`src/core/rtco_pkg.sv`:
```
// Package of register map, field positions and carriers for the oscillator control
package rtco_pkg;

    // ------------------------------------------------------------
    // Register indices; byte address is four times the index
    // ------------------------------------------------------------
    localparam logic [5:0] IDX_SNAP0 = 6'h00;
    localparam logic [5:0] IDX_CTRL = 6'h04;
    localparam logic [5:0] IDX_OSC_CONTROL = 6'h05;
    localparam logic [5:0] IDX_OSC_CONFIG = 6'h06;
    localparam logic [5:0] IDX_PIN_CONFIG = 6'h07;
    localparam logic [5:0] IDX_IRQ_STATUS = 6'h0C;
    localparam logic [5:0] IDX_IRQ_MASK = 6'h0D;
    localparam int SNAP_BYTES = 4;

    // ------------------------------------------------------------
    // Field positions
    // ------------------------------------------------------------
    localparam int CTRL_ALARM_BIT = 2;
    localparam int CTRL_LOAD_BIT = 1;
    localparam int CTRL_SNAP_BIT = 0;
    localparam int GAIN_BIT = 7;
    localparam int CRYSTAL_MODE_SELECT_BIT = 6;
    localparam int BIAS_BIT = 5;
    localparam int VALID_BIT = 4;
    localparam int STEP_BIT = 7;
    localparam int READY_BIT = 6;
    localparam int IRQ_ALARM = 0;
    localparam int IRQ_LOAD = 1;
    localparam int IRQ_SNAP = 2;
    localparam int IRQ_CAP = 3;
    localparam int IRQ_BITS = 4;

    // ------------------------------------------------------------
    // Reset values and codes
    // ------------------------------------------------------------
    localparam logic [7:0] OSC_CONTROL_RESET = 8'h00;
    localparam logic [3:0] CAP_TARGET_RESET = 4'h0;
    localparam logic [7:0] PIN_SHORT_CODE = 8'hE7;
    localparam logic [7:0] PIN_NORMAL_CODE = 8'h67;
    localparam logic [31:0] COUNT_RESET = 32'h0000_0000;
    localparam logic [31:0] COUNT_ONE = 32'h0000_0001;
    localparam logic [3:0] CAP_ONE = 4'h1;

    // Oscillator analogue controls leaving the block
    typedef struct packed {
        logic gainControlEnable;
        logic crystalModeSelect;
        logic biasDoubleEnable;
        logic pinShort;
        logic [3:0] capSetting;
    } rtco_osc_s;

endpackage

```
`src/core/rtco_osc_ctrl.sv`:
```
// Oscillator control, counter set/snapshot and alarm flag behind Avalon-MM
`timescale 1ns/1ns
`default_nettype none

module rtco_osc_ctrl
(
    input wire logic ref_clk,
    input wire logic rst_n,
    input wire logic [7:0] address,
    input wire logic read,
    input wire logic write,
    input wire logic [3:0] byteenable,
    input wire logic [31:0] writedata,
    output logic [31:0] readdata,
    output logic waitrequest,
    input wire logic lfClkPin,
    input wire logic amplitudeOkPin,
    input wire logic alarmMatch,
    output rtco_pkg::rtco_osc_s oscCtrl,
    output logic irq
);

    // ------------------------------------------------------------
    // Decoding helpers
    // ------------------------------------------------------------
    function automatic logic regHit(input logic [7:0] addr,
                                    input logic [5:0] idx);
        regHit = (addr[7:2] == idx) && (addr[1:0] == 2'b00);
    endfunction

    // ------------------------------------------------------------
    // Pin synchronisers, three stages, change taken when 2 and 3 agree
    // ------------------------------------------------------------
    logic lfS1;
    logic lfS2;
    logic lfS3;
    logic lfLevel;
    logic ampS1;
    logic ampS2;
    logic ampS3;
    logic oscillationValid;

    always_ff @(posedge ref_clk)
    begin
        if (!rst_n)
        begin
            lfS1 <= 1'b0;
            lfS2 <= 1'b0;
            lfS3 <= 1'b0;
            ampS1 <= 1'b0;
            ampS2 <= 1'b0;
            ampS3 <= 1'b0;
        end
        else
        begin
            lfS1 <= lfClkPin;
            lfS2 <= lfS1;
            lfS3 <= lfS2;
            ampS1 <= amplitudeOkPin;
            ampS2 <= ampS1;
            ampS3 <= ampS2;
        end
    end

    wire logic lfAgree = (lfS2 == lfS3);
    // One-cycle enable per low-frequency rising edge
    wire logic lfTick = lfAgree && lfS3 && !lfLevel;

    always_ff @(posedge ref_clk)
    begin
        if (!rst_n)
        begin
            lfLevel <= 1'b0;
            oscillationValid <= 1'b0;
        end
        else
        begin
            if (lfAgree)
                lfLevel <= lfS3;
            if (ampS2 == ampS3)
                oscillationValid <= ampS3;
        end
    end

    // ------------------------------------------------------------
    // Avalon-MM slave: one wait cycle, then a single answer cycle
    // ------------------------------------------------------------
    wire logic access = (read || write) && waitrequest;
    wire logic wrDone = write && !waitrequest && byteenable[0];
    wire logic [7:0] wrByte = writedata[7:0];
    wire logic hitCtrl = regHit(address, rtco_pkg::IDX_CTRL);
    wire logic hitOscCtl = regHit(address, rtco_pkg::IDX_OSC_CONTROL);
    wire logic hitOscCfg = regHit(address, rtco_pkg::IDX_OSC_CONFIG);
    wire logic hitPin = regHit(address, rtco_pkg::IDX_PIN_CONFIG);
    wire logic hitStat = regHit(address, rtco_pkg::IDX_IRQ_STATUS);
    wire logic hitMask = regHit(address, rtco_pkg::IDX_IRQ_MASK);
    wire logic wrCtrl = wrDone && hitCtrl;

    // ------------------------------------------------------------
    // Counter, snapshot bytes and request bits
    // ------------------------------------------------------------
    logic [31:0] counter;
    logic [7:0] snapByte [rtco_pkg::SNAP_BYTES];
    logic loadReq;
    logic snapReq;
    logic alarmFlag;
    logic autoReset;
    logic [31:0] snapWord;
    logic [31:0] next_counter;

    // Snapshot byte 0 holds the least significant byte
    genvar gi;
    generate
        for (gi = 0; gi < rtco_pkg::SNAP_BYTES; gi = gi + 1)
        begin : g_snap
            wire logic hitSnap = regHit(address,
                6'(rtco_pkg::IDX_SNAP0 + 6'(gi)));
            assign snapWord[gi*8 +: 8] = snapByte[gi];
            always_ff @(posedge ref_clk)
            begin
                if (!rst_n)
                    snapByte[gi] <= 8'h00;
                else if (lfTick && snapReq)
                    snapByte[gi] <= next_counter[gi*8 +: 8];
                else if (wrDone && hitSnap)
                    snapByte[gi] <= wrByte;
            end
        end
    endgenerate

    // Both requests are served on the same low-frequency edge; a load
    // goes first so a paired snapshot sees the freshly loaded value.
    always_comb
    begin
        next_counter = counter;
        if (lfTick)
        begin
            if (loadReq)
                next_counter = snapWord;
            else if (alarmFlag && autoReset)
                next_counter = rtco_pkg::COUNT_RESET;
            else
                next_counter = counter + rtco_pkg::COUNT_ONE;
        end
    end

    always_ff @(posedge ref_clk)
    begin
        if (!rst_n)
            counter <= rtco_pkg::COUNT_RESET;
        else
            counter <= next_counter;
    end

    // Requests finish on the next low-frequency edge; a write of 0 has
    // no effect so software cannot abort an operation half done.
    // A request written on a tick cycle wins, else it would be lost.
    always_ff @(posedge ref_clk)
    begin
        if (!rst_n)
        begin
            loadReq <= 1'b0;
            snapReq <= 1'b0;
            autoReset <= 1'b0;
        end
        else
        begin
            if (wrCtrl && wrByte[rtco_pkg::CTRL_LOAD_BIT])
                loadReq <= 1'b1;
            else if (lfTick)
                loadReq <= 1'b0;
            if (wrCtrl && wrByte[rtco_pkg::CTRL_SNAP_BIT])
                snapReq <= 1'b1;
            else if (lfTick)
                snapReq <= 1'b0;
            if (wrCtrl)
                autoReset <= wrByte[rtco_pkg::CTRL_ALARM_BIT];
        end
    end

    // Alarm flag lives at most one low-frequency cycle; a new match wins
    always_ff @(posedge ref_clk)
    begin
        if (!rst_n)
            alarmFlag <= 1'b0;
        else if (alarmMatch)
            alarmFlag <= 1'b1;
        else if (lfTick)
            alarmFlag <= 1'b0;
    end

    // ------------------------------------------------------------
    // Oscillator control, configuration and pin register
    // ------------------------------------------------------------
    logic gainEn;
    logic crystal_mode_select;
    logic biasDbl;
    logic stepEn;
    logic [3:0] capTarget;
    logic [3:0] capNow;
    logic [7:0] pinCode;
    wire logic capReady = (capNow == capTarget);

    always_ff @(posedge ref_clk)
    begin
        if (!rst_n)
        begin
            gainEn <= rtco_pkg::OSC_CONTROL_RESET[rtco_pkg::GAIN_BIT];
            crystal_mode_select <= rtco_pkg::OSC_CONTROL_RESET[rtco_pkg::CRYSTAL_MODE_SELECT_BIT];
            biasDbl <= rtco_pkg::OSC_CONTROL_RESET[rtco_pkg::BIAS_BIT];
            stepEn <= 1'b0;
            capTarget <= rtco_pkg::CAP_TARGET_RESET;
            pinCode <= rtco_pkg::PIN_NORMAL_CODE;
        end
        else
        begin
            if (wrDone && hitOscCtl)
            begin
                gainEn <= wrByte[rtco_pkg::GAIN_BIT];
                crystal_mode_select <= wrByte[rtco_pkg::CRYSTAL_MODE_SELECT_BIT];
                biasDbl <= wrByte[rtco_pkg::BIAS_BIT];
            end
            if (wrDone && hitOscCfg)
            begin
                stepEn <= wrByte[rtco_pkg::STEP_BIT];
                capTarget <= wrByte[3:0];
            end
            if (wrDone && hitPin)
                pinCode <= wrByte;
        end
    end

    // Stepping moves one code per low-frequency cycle to avoid a sudden
    // load jump that could stall the oscillator.
    always_ff @(posedge ref_clk)
    begin
        if (!rst_n)
            capNow <= rtco_pkg::CAP_TARGET_RESET;
        else if (!stepEn)
            capNow <= capTarget;
        else if (lfTick && !capReady)
        begin
            if (capNow < capTarget)
                capNow <= capNow + rtco_pkg::CAP_ONE;
            else
                capNow <= capNow - rtco_pkg::CAP_ONE;
        end
    end

    // ------------------------------------------------------------
    // Interrupt status (write one to clear) and mask
    // ------------------------------------------------------------
    logic [rtco_pkg::IRQ_BITS-1:0] irqStatus;
    logic [rtco_pkg::IRQ_BITS-1:0] irqMask;
    logic capReadyQ;
    wire logic [rtco_pkg::IRQ_BITS-1:0] irqEvent;
    assign irqEvent[rtco_pkg::IRQ_ALARM] = alarmMatch;
    assign irqEvent[rtco_pkg::IRQ_LOAD] = lfTick && loadReq;
    assign irqEvent[rtco_pkg::IRQ_SNAP] = lfTick && snapReq;
    assign irqEvent[rtco_pkg::IRQ_CAP] = capReady && !capReadyQ;
    wire logic [rtco_pkg::IRQ_BITS-1:0] clrBits =
        (wrDone && hitStat) ? wrByte[rtco_pkg::IRQ_BITS-1:0] : '0;
    wire logic [rtco_pkg::IRQ_BITS-1:0] next_irqStatus =
        (irqStatus & ~clrBits) | irqEvent;

    always_ff @(posedge ref_clk)
    begin
        if (!rst_n)
        begin
            irqStatus <= '0;
            irqMask <= '0;
            capReadyQ <= 1'b1;
            irq <= 1'b0;
        end
        else
        begin
            irqStatus <= next_irqStatus;
            capReadyQ <= capReady;
            if (wrDone && hitMask)
                irqMask <= wrByte[rtco_pkg::IRQ_BITS-1:0];
            irq <= |(next_irqStatus & irqMask);
        end
    end

    // ------------------------------------------------------------
    // Read multiplexer; unmapped and write-only locations read zero
    // ------------------------------------------------------------
    wire logic [7:0] ctrlRd = {5'b00000, alarmFlag, loadReq, snapReq};
    wire logic [7:0] oscCtlRd = {gainEn, crystal_mode_select, biasDbl, oscillationValid,
                                 4'b0000};
    wire logic [7:0] oscCfgRd = {stepEn, capReady, 2'b00,
                                 capTarget};
    logic [7:0] rdByte;
    always_comb
    begin
        rdByte = 8'h00;
        if (address[1:0] == 2'b00)
        begin
            case (address[7:2])
                6'h00, 6'h01, 6'h02, 6'h03:
                    rdByte = snapByte[address[3:2]];
                rtco_pkg::IDX_CTRL: rdByte = ctrlRd;
                rtco_pkg::IDX_OSC_CONTROL: rdByte = oscCtlRd;
                rtco_pkg::IDX_OSC_CONFIG: rdByte = oscCfgRd;
                rtco_pkg::IDX_IRQ_STATUS: rdByte = 8'(irqStatus);
                rtco_pkg::IDX_IRQ_MASK: rdByte = 8'(irqMask);
                default: rdByte = 8'h00;
            endcase
        end
    end

    always_ff @(posedge ref_clk)
    begin
        if (!rst_n)
        begin
            waitrequest <= 1'b1;
            readdata <= 32'h0000_0000;
        end
        else
        begin
            waitrequest <= !access;
            if (access && read)
                readdata <= {24'h00_0000, rdByte};
        end
    end

    // ------------------------------------------------------------
    // Analogue controls, all from flip-flops
    // ------------------------------------------------------------
    always_ff @(posedge ref_clk)
    begin
        if (!rst_n)
            oscCtrl <= '{1'b0, 1'b0, 1'b0, 1'b0,
                         rtco_pkg::CAP_TARGET_RESET};
        else
        begin
            oscCtrl.gainControlEnable <= gainEn;
            oscCtrl.crystalModeSelect <= crystal_mode_select;
            oscCtrl.biasDoubleEnable <= biasDbl;
            oscCtrl.pinShort <= (pinCode == rtco_pkg::PIN_SHORT_CODE);
            oscCtrl.capSetting <= capNow;
        end
    end

endmodule

`default_nettype wire

```
`config.mk`:
```
export PLATFORM = sky130hd
export DESIGN_NAME = rtco_osc_ctrl
export DESIGN_NICKNAME = d
export VERILOG_FILES = /design/src/core/rtco_pkg.sv /design/src/core/rtco_osc_ctrl.sv
export SDC_FILE = /design/constraint.sdc
export NUM_CORES = 1
export LEC_CHECK = 0
export BUFFER_PORTS_ARGS = -buffer_cell sky130_fd_sc_hd__buf_2
export CAP_MARGIN = 10
export CORE_MARGIN = 2
export CORE_UTILIZATION = 58
export DETAILED_ROUTE_END_ITERATION = 10
export PLACE_DENSITY_LB_ADDON = 0.25
export SYNTH_ARGS = -nofsm -noshare
export SYNTH_HDL_FRONTEND = slang
export SYNTH_SLANG_ARGS = --single-unit
```
`constraint.sdc`:
```
create_clock -name ref_clk -period 2.9 [get_ports ref_clk]
set_input_delay 0.145 -clock ref_clk [delete_from_list [all_inputs] [get_ports ref_clk]]
set_output_delay 0.145 -clock ref_clk [all_outputs]
set_load 0.1 [all_outputs]
```
==> summary.txt, run 1 <==
STA
  – FMAX: 0.395 GHz
  – RSZ-0062 raised after global routing: false
  – Final setup fails: 0
  – Clock Skew: 0.00642 ns
  – Final Hold Vio Count: 0
  – Relative slew slack: 52.8%
  – Hold slack: 0.200 ns
  – Setup TNS: 0 ns
  – Worst-Margin Slew: 0.705 ns
  – Slew Limit Fails: 0
  – Crit path time final: 2.53 ns
  – Fin crit share: 87.3%

Logic synthesis
  – Ys Warns: 0
  – Post-synth top cells: dfxtp_1 (91), nand2_1 (73), o21ai_0 (47)
  – Post-synthesis async set-or-reset flop share: 0%
  – Yosys top cell by area: dfxtp_1
  – Seq/Total Area, Yosys: 43.5%
  – Mapped Cells: 698
  – XOR/XNOR share of the synthesized area: 3.97%
  – Main combinational cell family by area after synthesis: simple AND/OR/NAND/NOR gates
  – Synth area leaders: dfxtp_1 (28%), edfxtp_1 (15%), a22oi_1 (4.5%)
  – Post-synth top area share: 28.4%
  – Post-Synth Adder-Cell Area: 1.88%
  – EDFF count, synth: 32
  – Post-synthesis simple-gate area fraction: 22.0%
  – Synth cell types: 66
  – Register bit total from synthesis: 123
  – Syn Std Cell Area: 6400 um^2
  – Predominant post-synthesis flop cell: dfxtp_1
  – Mapped Avg Cell Area: 9.17 um^2
  – Compound-gate portion of the synthesized area: 17.8%
  – Post-synthesis mux area share: 4.69%
  – Most common cell in the netlist: dfxtp_1

Worst setup path
  – FF-to-FF End: capNow[3]$_SDFFE_PN0P_
  – Required time of the critical path: 3.36 ns
  – Setup crit end kind: register
  – CP Max Fanout: 4
  – FF-to-FF setup slack: 0.37 ns
  – Critical path arrival: 2.99 ns
  – Reg2reg start: capTarget[1]$_SDFFE_PN0P_
  – Slowest stage delay, CP: 0.37 ns
  – Crit-path cells: inv_1 > ha_1 > nor2b_1 > o211ai_1 > nand2_1 > ha_1 > a21oi_1 > nand2_1 > a211o_1 > nand4_1 > nor3b_1
  – FF-to-FF path depth: 11
  – CP max stage cell: dfxtp_1
  – Startpoint Class: register
  – Worst setup path category: register to register

Placed design
  – DP Cell Count: 857
  – Dpl hpwl: 12.8 mm
  – GP Congestion: 0.956
  – Buffers on Ports: 41

Min path
  – Worst Hold Class: input port to register
  – Worst Hold End: pinCode[0]$_SDFFE_PN1P_
  – Hold path cells: 5
  – Hold path startpoint: write

Final layout
  – Non-filler cells, final: 903
  – Sequential Area: 2780 um^2
  – Area of the multi-input gates: 3310 um^2
  – Layout cells sized above 1: 15.7%
  – Syn-to-layout area delta: 14.9%
  – Antenna Diode Count: 0
  – FILL cells: 858
  – Final #Nets: 810

Floorplan
  – Vertical die dimension: 109 um
  – Initial Util: 59.3%
  – Standard-cell rows: 38
  – Die ar.: 11,900 um^2
  – # IOs: 93
  – Die Wd: 109 um
  – Core footprint: 10,800 um^2

Global routing
  – Initial antenna violation count: 0
  – Pin count of the biggest net entering global routing: 25
  – Vias in the first global route: 5,483
  – GR Overflow Total: 0
  – First-pass GRT wire length: 28.4 mm
  – All-Layer GR Usage: 31.8%

Detailed routing
  – Routed vias/inst: 6.59
  – Iter 0 DRT Violations: 658
  – Vias: 5,947
  – Remaining antenna violation count: 0
  – DRT Pass-1 Iters: 5
  – WL final: 18.2 mm
  – WL/cell: 20.2 um
  – Residual DRC: 0

Clock tree
  – Max Buffers Root-to-Sink: 2
  – Num CTS Buffers: 17
  – Clock latency at the later pin of the worst-skew pair: 0.53 ns
  – CTS tree: done
  – CTS H-tree depth: 4
  – Clk slew on worst S/H paths: 0.06 ns
  – Post-CTS setup buffer count: 0
  – Clock Sinks: 123
  – Root buffer cell: clkbuf_8

Power
  – Power per cell area: 553 nW/um^2
  – Maximum VDD drop: 440 uV
  – Leak Pwr: 2.65 nW
  – Pwr Total: 4.07 mW

Job
  – Max-cap viol count: 0

Outcome
  – Outcome: complete, no violations
[kinds of logic after synthesis]
logic type      after synthesis
compound gates              174
xor+xnor                     29
fa+ha+maj                     9
buf+inv                      78
flops                       123
mux                          20
other cells                   1
simple gates                264
[power by group]
group	internal, mW	total (mW)	switching, mW
Clock	1.10	1.91	0.810
Combinational	0.0739	0.335	0.261
Sequential	1.79	1.82	0.0344
[worst max-delay path by stage]
stage,start,endpoint,slack (ns),cells past startpoint
CTS,capTarget[1]$_SDFFE_PN0P_,capNow[3]$_SDFFE_PN0P_,0.38,11
global route,capTarget[1]$_SDFFE_PN0P_,capNow[3]$_SDFFE_PN0P_,0.15,11
floorplan,waitrequest$_SDFF_PN1_,snapByte[0][0]$_DFFE_PP_,0.59,3
detailed placement,capTarget[1]$_SDFFE_PN0P_,capNow[3]$_SDFFE_PN0P_,0.40,11
global placement,capTarget[1]$_SDFFE_PN0P_,capNow[3]$_SDFFE_PN0P_,0.53,11
finish,capTarget[1]$_SDFFE_PN0P_,capNow[3]$_SDFFE_PN0P_,0.37,11
[per-stage QoR]
step / utilization [%] / setup WS [ns] / instance area (um^2)
after global routing: 68.2 / 0.146 / 7360
final: 68.2 / 0.369 / 7360
after global placement: 61.9 / 0.529 / 6680
after CTS: 68.2 / 0.380 / 7360
after floorplan: - / 0.590 / 6490
after detailed placement: 61.9 / 0.398 / 6680
[layer usage]
layer,track usage [%],routed length [um],vias up
met2,51.4,8660,395
met3,7.35,1910,66
met4,14.2,595,0
li1,-,-,2651
met1,40.6,7040,2835
met5,0,0,-
[cells in the final DEF, fill, tap and decap left out, drive strengths merged, types with 9 or more instances in the layout]
cell and instances:
dfxtp 91, a31oi 15, buf 64, nand3 45, o21ai 47, xnor2 10
and2 20, nor2 43, clkbuf 18, nand4 22, nor3 10, dlygate4sd3 14
nand2 73, clkinv 9, mux2i 12, inv 14, edfxtp 32, and3 13
conb 24, a21oi 33, a22oi 38, xor2 19
[area by class of cell]
class / count / share of cell area, %
inverters: 10 / 0.510
flip-flops and latches: 123 / 37.8
well taps: 140 / 2.38
clock buffers: 18 / 5.97
clock inverters: 14 / 1.26
repair buffers: 78 / 7.04
multi-input cells: 520 / 45.0
[repair_timing]
| item | CTS | global route |
|---|---|---|
| resized for setup | 0 | 0 |
| endpoints found under the setup margin | 0 | 0 |
| hold buffers | 14 | 0 |
| endpoints found under the hold margin | 23 | 0 |
[registers in the layout (all words and copies together), names as in the netlist, 4 cells and up]
| register | count |
|---|---|
| counter | 32 |
| snapByte | 32 |
| oscCtrl | 8 |
| pinCode | 8 |
| readdata | 8 |
| capNow | 4 |
| capTarget | 4 |
| irqMask | 4 |
| irqStatus | 4 |
[critical path, delay by kind of cell (launching register included)]
| kind | cells | cell delay, ns |
|---|---|---|
| DFF | 1 | 0.37 |
| adders and majority gates | 2 | 0.66 |
| and+or+nand+nor | 5 | 0.68 |
| buffers and inverters | 1 | 0.06 |
| AOI/OAI and AO/OA | 3 | 0.69 |
No activity file was read; power rests on OpenSTA's default activity.
==> inputs of run 2 (changes only) <==
- CORE_UTILIZATION: 58 -> 30
==> run 2 against run 1 <==
Fmax increased by 4.2%. Routed wire length grew 6.5%. Non-clock buffer count decreased by 6. Global-route usage decreased by 14 points. Setup slack better by 0.10 ns. Worst hold slack worse by 0.16 ns. Cell count up 14%. Critical endpoint unchanged. Register-to-register slack improved by 0.10 ns. Die area is 89% higher.
==> summary.txt, run 2 (same netlist as run 1, synthesis figures left out) <==
Outcome
  – Outcome: complete, no violations (unchanged)

STA
  – Setup TNS: 0 ns (unchanged)
  – Relative slew slack: 54.6% (was 52.8%)
  – Clock Skew: 0.00916 ns (was 0.00642 ns)
  – Min setup slack post-route: 0.470 ns (was 0.369 ns)
  – Fin crit share: 83.8% (was 87.3%)
  – Slew Limit Fails: 0 (unchanged)
  – Worst-Margin Slew: 0.677 ns (was 0.705 ns)
  – FMAX: 0.411 GHz (was 0.395 GHz)
  – Final setup fails: 0 (unchanged)
  – RSZ-0062 raised after global routing: false (unchanged)
  – Final Hold Vio Count: 0 (unchanged)
  – Crit path time final: 2.43 ns (was 2.53 ns)

Floorplan
  – Die ar.: 22,500 um^2 (was 11,900 um^2)
  – # IOs: 93 (unchanged)
  – Standard-cell rows: 53 (was 38)
  – Die Wd: 150 um (was 109 um)
  – Initial Util: 30.6% (was 59.3%)
  – Core footprint: 21,000 um^2 (was 10,800 um^2)
  – Vertical die dimension: 150 um (was 109 um)

Clock tree
  – Clock Sinks: 123 (unchanged)
  – Post-CTS setup buffer count: 0 (unchanged)
  – Clk slew on worst S/H paths: 0.05 ns (was 0.06 ns)
  – CTS H-tree depth: 4 (unchanged)
  – Num CTS Buffers: 17 (unchanged)
  – Clock latency at the later pin of the worst-skew pair: 0.42 ns (was 0.53 ns)
  – Root buffer cell: clkbuf_16 (was clkbuf_8)
  – Max Buffers Root-to-Sink: 2 (unchanged)
  – CTS tree: done (unchanged)

Global routing
  – First-pass GRT wire length: 30.1 mm (was 28.4 mm)
  – GR Overflow Total: 0 (unchanged)
  – All-Layer GR Usage: 17.7% (was 31.8%)
  – Initial antenna violation count: 0 (unchanged)
  – Vias in the first global route: 5,069 (was 5,483)
  – Pin count of the biggest net entering global routing: 53 (was 25)

Power
  – Maximum VDD drop: 281 uV (was 440 uV)
  – Gate power share: 7.7% (was 8.2%)
  – Sequential share of power: 42.8% (was 44.8%)
  – Leak Pwr: 2.65 nW (about the same)
  – P_sw: 1.06 mW (was 1.11 mW)
  – Switching share of power: 24.8% (was 27.2%)
  – P_int: 3.21 mW (was 2.96 mW)
  – Power per cell area: 567 nW/um^2 (was 553 nW/um^2)
  – Pwr Total: 4.27 mW (was 4.07 mW)
  – Clock power frac: 49.6% (was 46.9%)

Final layout
  – FILL cells: 2,164 (was 858)
  – Commonest non-fill, non-tap cell in the layout: dfxtp_1 (unchanged)
  – Antenna Diode Count: 0 (unchanged)
  – Sequential Area: 2780 um^2 (unchanged)
  – Area of the multi-input gates: 3310 um^2 (about the same)
  – Final #Nets: 804 (was 810)
  – Biggest regs: counter: 32 flops, snapByte: 32 flops (unchanged)
  – Commonest non-fill, non-tap cells in the layout: dfxtp_1 (91), nand2_1 (73), o21ai_0 (47), nand3_1 (44) (unchanged)
  – Syn-to-layout area delta: 17.5% (was 14.9%)
  – Layout cells sized above 1: 15.8% (was 15.7%)
  – Non-filler cells, final: 1,030 (was 903)

Min path
  – Hold path cells: 2 (was 5)
  – Worst Hold Class: input port to register (unchanged)
  – Hold path startpoint: rst_n (was write)
  – Worst Hold End: irqStatus[0]$_SDFF_PN0_ (was pinCode[0]$_SDFFE_PN1P_)

Worst setup path
  – Worst setup path category: register to register (unchanged)
  – CP Max Fanout: 4 (unchanged)
  – Required time of the critical path: 3.24 ns (was 3.36 ns)
  – Critical path arrival: 2.77 ns (was 2.99 ns)
  – Reg2reg start: capTarget[1]$_SDFFE_PN0P_ (unchanged)
  – FF-to-FF setup slack: 0.47 ns (was 0.37 ns)
  – FF-to-FF End: capNow[3]$_SDFFE_PN0P_ (unchanged)
  – FF-to-FF path depth: 11 (unchanged)
  – Startpoint Class: register (unchanged)
  – Setup crit end kind: register (unchanged)

Placed design
  – Buffers on Ports: 41 (unchanged)
  – DP Cell Count: 995 (was 857)
  – DP Worst Slack: 0.466 ns (was 0.398 ns)
  – Dpl hpwl: 13.8 mm (was 12.8 mm)
  – GP Congestion: 0.822 (was 0.956)

Detailed routing
  – Vias: 5,545 (was 5,947)
  – Routed vias/inst: 5.38 (was 6.59)
  – DRT Pass-1 Iters: 5 (unchanged)
  – Iter 0 DRT Violations: 386 (was 658)
  – WL/cell: 18.8 um (was 20.2 um)
  – Residual DRC: 0 (unchanged)
  – WL final: 19.4 mm (was 18.2 mm)
  – Remaining antenna violation count: 0 (unchanged)

Job
  – Max-cap viol count: 0 (unchanged)
[run 2: power by group through the flow]
stage	combinational, mW	sequential, mW	clock [mW]
after floorplan	0.263	1.85	0
after global placement	0.318	1.86	0
after detailed placement	0.320	1.86	0
after CTS	0.326	1.82	2.15
after global routing	0.342	1.83	2.23
final	0.327	1.83	2.12
[run 2: worst max-delay path, cell delays in order, from the launching register on]
cell	delay, ns
dfxtp_1	0.37
inv_1	0.06
ha_1	0.30
nor2b_1	0.13
o211ai_1	0.23
nand2_1	0.16
ha_1	0.35
a21oi_1	0.15
nand2_1	0.08
a211o_1	0.25
nand4_1	0.09
nor3b_1	0.18
[run 2: worst max path at each step]
stage / end / slack, ns / start / cells past startpoint
CTS: capNow[3]$_SDFFE_PN0P_ / 0.44 / capTarget[1]$_SDFFE_PN0P_ / 11
finish: capNow[3]$_SDFFE_PN0P_ / 0.47 / capTarget[1]$_SDFFE_PN0P_ / 11
floorplan: snapByte[0][0]$_DFFE_PP_ / 0.59 / waitrequest$_SDFF_PN1_ / 3
global route: capNow[3]$_SDFFE_PN0P_ / 0.26 / capTarget[1]$_SDFFE_PN0P_ / 11
detailed placement: capNow[3]$_SDFFE_PN0P_ / 0.47 / capTarget[1]$_SDFFE_PN0P_ / 11
global placement: capNow[3]$_SDFFE_PN0P_ / 0.52 / capTarget[1]$_SDFFE_PN0P_ / 11
[run 2: cell type report]
cell class                      instances  area share [%]
Clock buffer                           27            7.68
Tap cell                              275            4.57
Clock inverter                          3           0.249
Multi-Input combinational cell        520            44.0
Sequential cell                       123            37.0
Inverter                               10           0.499
Timing Repair Buffer                   72            5.99
[run 2: per-layer routing]
layer / vias up / track usage, % / wire length, um
met5: - / 0 / 0
met3: 24 / 3.21 / 1360
met2: 215 / 27.1 / 8570
met4: 0 / 5.66 / 352
met1: 2676 / 25.3 / 9110
li1: 2630 / - / -
[run 2: timing repair]
| action | in CTS | in global routing |
|---|---|---|
| hold buffers | 5 | 0 |
| endpoints found under the setup margin | 0 | 0 |
| hold endpoints to repair | 4 | 0 |
| gates resized for setup | 0 | 0 |
[run 2: through the flow]
| step | hold slack (ns) | area (um^2) | util [%] |
|---|---|---|---|
| floorplan | 0.261 | 6490 | - |
| global placement | 0.356 | 6880 | 32.8 |
| detailed placement | 0.357 | 6880 | 32.8 |
| CTS | 0.0261 | 7520 | 35.9 |
| global route | 0.0306 | 7520 | 35.9 |
| finish | 0.0424 | 7520 | 35.9 |
==> inputs of run 3 (changes only) <==
- ABC_AREA: default -> 1
- clock period: 2.9 -> 2.15 ns (I/O delays scaled with it)
==> run 3 against run 2 <==
Sequential power rose by 32%. Routed wire length rose by 12%. Core utilization is 0.61 points higher. Flip-flop and latch count did not move. First-iteration DRC count grew 22%. Register-to-register slack got worse by 0.36 ns. Cell count up 34%. Combinational power up 29%. Worst hold slack got worse by 0.019 ns. Highest routed layer unchanged.
==> summary.txt, run 3 <==
Placed design
  – GP Congestion: 0.858 (was 0.822)
  – Dpl hpwl: 16.7 mm (was 13.8 mm)
  – DP Worst Slack: -0.0365 ns (was 0.466 ns)
  – Buffers on Ports: 41 (unchanged)

Worst setup path
  – Reg2reg start: capTarget[1]$_SDFFE_PN0P_ (unchanged)
  – FF-to-FF End: capNow[2]$_SDFFE_PN0P_ (was capNow[3]$_SDFFE_PN0P_)
  – Worst setup path category: register to register (unchanged)
  – FF-to-FF path depth: 11 (unchanged)
  – Critical path arrival: 2.35 ns (was 2.77 ns)
  – Startpoint Class: register (unchanged)
  – Required time of the critical path: 2.46 ns (was 3.24 ns)
  – CP Max Fanout: 4 (unchanged)
  – FF-to-FF setup slack: 0.11 ns (was 0.47 ns)
  – Setup crit end kind: register (unchanged)

Min path
  – Hold path cells: 3 (was 2)
  – Worst Hold End: snapReq$_SDFFE_PN0P_ (was irqStatus[0]$_SDFF_PN0_)
  – Worst Hold Class: input port to register (unchanged)
  – Hold path startpoint: writedata[0] (was rst_n)

Logic synthesis
  – Seq/Total Area, Yosys: 40.8% (was 43.5%)
  – Post-synth top area share: 26.7% (was 28.4%)
  – Syn Std Cell Area: 6820 um^2 (was 6400 um^2)
  – Post-synthesis async set-or-reset flop share: 0% (unchanged)
  – Ys Warns: 0 (unchanged)
  – Predominant post-synthesis flop cell: dfxtp_1 (unchanged)
  – Most common cell in the netlist: nand2_1 (was dfxtp_1)
  – Synth area leaders: dfxtp_1 (27%), nand2_1 (16%), edfxtp_1 (14%) (was dfxtp_1 (28%), edfxtp_1 (15%), a22oi_1 (4.5%))
  – EDFF count, synth: 32 (unchanged)
  – Synth cell types: 43 (was 66)
  – Yosys top cell by area: dfxtp_1 (unchanged)
  – Post-synth top cells: nand2_1 (282), inv_1 (149), nor2_1 (102) (was dfxtp_1 (91), nand2_1 (73), o21ai_0 (47))
  – Mapped Avg Cell Area: 6.80 um^2 (was 9.17 um^2)
  – Register bit total from synthesis: 123 (unchanged)
  – Mapped Cells: 1,002 (was 698)

Final layout
  – Antenna Diode Count: 0 (unchanged)
  – Layout cells sized above 1: 14.5% (was 15.8%)
  – Final #Nets: 1,143 (was 804)
  – Commonest non-fill, non-tap cells in the layout: nand2_1 (280), inv_1 (147), nor2_1 (101), dfxtp_1 (89), nand3_1 (69) (was dfxtp_1 (91), nand2_1 (73), o21ai_0 (47), nand3_1 (44))
  – Biggest regs: counter: 32 flops, snapByte: 32 flops (unchanged)
  – Syn-to-layout area delta: 20.6% (was 17.5%)
  – Commonest non-fill, non-tap cell in the layout: nand2_1 (was dfxtp_1)

STA
  – FMAX: 0.490 GHz (was 0.411 GHz)
  – Final setup fails: 0 (unchanged)
  – Crit path time final: 2.04 ns (was 2.43 ns)
  – Clock Skew: 0.0108 ns (was 0.00916 ns)
  – Slew Limit Fails: 0 (unchanged)
  – Fin crit share: 94.9% (was 83.8%)
  – Final Hold Vio Count: 0 (unchanged)
  – RSZ-0062 raised after global routing: false (unchanged)
  – Min setup slack post-route: 0.110 ns (was 0.470 ns)
  – Relative slew slack: 65.6% (was 54.6%)
  – Worst-Margin Slew: 0.519 ns (was 0.677 ns)
  – Setup TNS: 0 ns (unchanged)

Power
  – Clock power frac: 51.2% (was 49.6%)
  – Pwr Total: 5.82 mW (was 4.27 mW)
  – Sequential share of power: 41.5% (was 42.8%)
  – Power per cell area: 708 nW/um^2 (was 567 nW/um^2)
  – Maximum VDD drop: 524 uV (was 281 uV)
  – Switching share of power: 26.1% (was 24.8%)
  – P_int: 4.30 mW (was 3.21 mW)
  – Gate power share: 7.3% (was 7.7%)
  – Leak Pwr: 3.76 nW (was 2.65 nW)
  – P_sw: 1.52 mW (was 1.06 mW)

Clock tree
  – CTS tree: done (unchanged)
  – CTS H-tree depth: 4 (unchanged)
  – Num CTS Buffers: 17 (unchanged)
  – Max Buffers Root-to-Sink: 2 (unchanged)
  – Root buffer cell: clkbuf_16 (unchanged)
  – Clk slew on worst S/H paths: 0.06 ns (was 0.05 ns)
  – Clock latency at the later pin of the worst-skew pair: 0.43 ns (was 0.42 ns)
  – Clock Sinks: 123 (unchanged)

Detailed routing
  – Iter 0 DRT Violations: 469 (was 386)
  – Residual DRC: 0 (unchanged)
  – Vias: 6,491 (was 5,545)
  – WL/cell: 15.7 um (was 18.8 um)
  – Routed vias/inst: 4.70 (was 5.38)
  – DRT Pass-1 Iters: 5 (unchanged)
  – Remaining antenna violation count: 0 (unchanged)
  – WL final: 21.6 mm (was 19.4 mm)

Global routing
  – Initial antenna violation count: 0 (unchanged)
  – First-pass GRT wire length: 34.2 mm (was 30.1 mm)
  – All-Layer GR Usage: 18.6% (was 17.7%)
  – Vias in the first global route: 6,305 (was 5,069)
  – GR Overflow Total: 0 (unchanged)
  – Pin count of the biggest net entering global routing: 37 (was 53)

Floorplan
  – # IOs: 93 (unchanged)
  – Vertical die dimension: 155 um (was 150 um)
  – Initial Util: 30.3% (was 30.6%)
  – Core footprint: 22,500 um^2 (was 21,000 um^2)
  – Die ar.: 23,900 um^2 (was 22,500 um^2)
  – Standard-cell rows: 55 (was 53)
  – Die Wd: 155 um (was 150 um)

Job
  – Max-cap viol count: 0 (unchanged)

Outcome
  – Outcome: complete, no violations (unchanged)
## run 3: worst max-delay path: stages (launching register included)
cell,delay (ns)
dfxtp_2,0.32
inv_1,0.05
ha_1,0.28
inv_1,0.06
nor2_1,0.03
o21ai_1,0.15
nand2_2,0.13
buf_4,0.16
fa_2,0.32
xor2_1,0.17
a22oi_1,0.14
a21oi_1,0.08
## run 3: layout make-up
cell class | count | area (um^2)
tap | 285 | 357
fill | 2384 | 14300
clock inverter | 13 | 136
sequential | 123 | 2790
multi-input combinational | 697 | 3320
clock buffer | 19 | 475
timing repair buffer | 83 | 531
inverter | 161 | 611
## run 3: timing repair
| item | 4_1_cts | 5_1_grt |
|---|---|---|
| endpoints found under the hold margin | 5 | 0 |
| pin swaps | 1 | 7 |
| buffers inserted | 1 | 2 |
| resized for setup | 2 | 14 |
| gates cloned | 0 | 0 |
| setup endpoints to repair | 1 | 22 |
| hold buffers | 4 | 0 |
## run 3: worst max-delay path by stage
| stage | startpoint | endpoint | slack, ns | cells after the start |
|---|---|---|---|---|
| floorplan | capTarget[1]$_SDFFE_PN0P_ | capNow[3]$_SDFFE_PN0P_ | 0.11 | 13 |
| global placement | capTarget[1]$_SDFFE_PN0P_ | capNow[3]$_SDFFE_PN0P_ | 0.01 | 14 |
| detailed placement | capTarget[1]$_SDFFE_PN0P_ | capNow[3]$_SDFFE_PN0P_ | -0.04 | 14 |
| CTS | capTarget[2]$_SDFFE_PN0P_ | capNow[2]$_SDFFE_PN0P_ | 0.02 | 11 |
| global route | capTarget[1]$_SDFFE_PN0P_ | capNow[3]$_SDFFE_PN0P_ | 0.002 | 15 |
| finish | capTarget[1]$_SDFFE_PN0P_ | capNow[2]$_SDFFE_PN0P_ | 0.11 | 11 |
## run 3: power groups by stage
stage               clock network, mW  registers (mW)  logic, mW
floorplan                           0            2.47      0.329
global placement                    0            2.47      0.416
detailed placement                  0            2.47      0.416
CTS                              3.01            2.42      0.423
global route                     3.10            2.42      0.447
finish                           2.98            2.42      0.422
## run 3: logic make-up (layout without fill, tap and decap cells)
logic type      count (synthesis)  after routing  share of synthesized area [%]
simple gates                  500            500                           31.3
buf+inv                       205            276                           12.8
compound gates                163            163                           13.2
flops                         123            123                           40.8
fa+ha+maj                       9              9                           1.76
other cells                     1             24                         0.0550
xor+xnor                        1              1                          0.129
## run 3: per-stage QoR
step                cells  util (%)  hold slack (ns)  instance area (um^2)
floorplan            1025         -            0.205                  6900
global placement     1342      33.2            0.290                  7460
detailed placement   1342      33.2            0.296                  7460
CTS                  1379      36.2           0.0164                  8140
global route         1381      36.5           0.0264                  8220
finish               1381      36.5           0.0237                  8220
## run 3: layer usage
| metal | part of all wire (%) | global-route usage, % | up-vias | wire, um |
|---|---|---|---|---|
| met3 | 4.8 | 3.53 | 40 | 1030 |
| met5 | 0 | 0 | - | 0 |
| li1 | - | - | 3337 | - |
| met4 | 2.6 | 6.75 | 0 | 553 |
| met1 | 47 | 24.5 | 2932 | 10100 |
| met2 | 46 | 30.4 | 182 | 9980 |
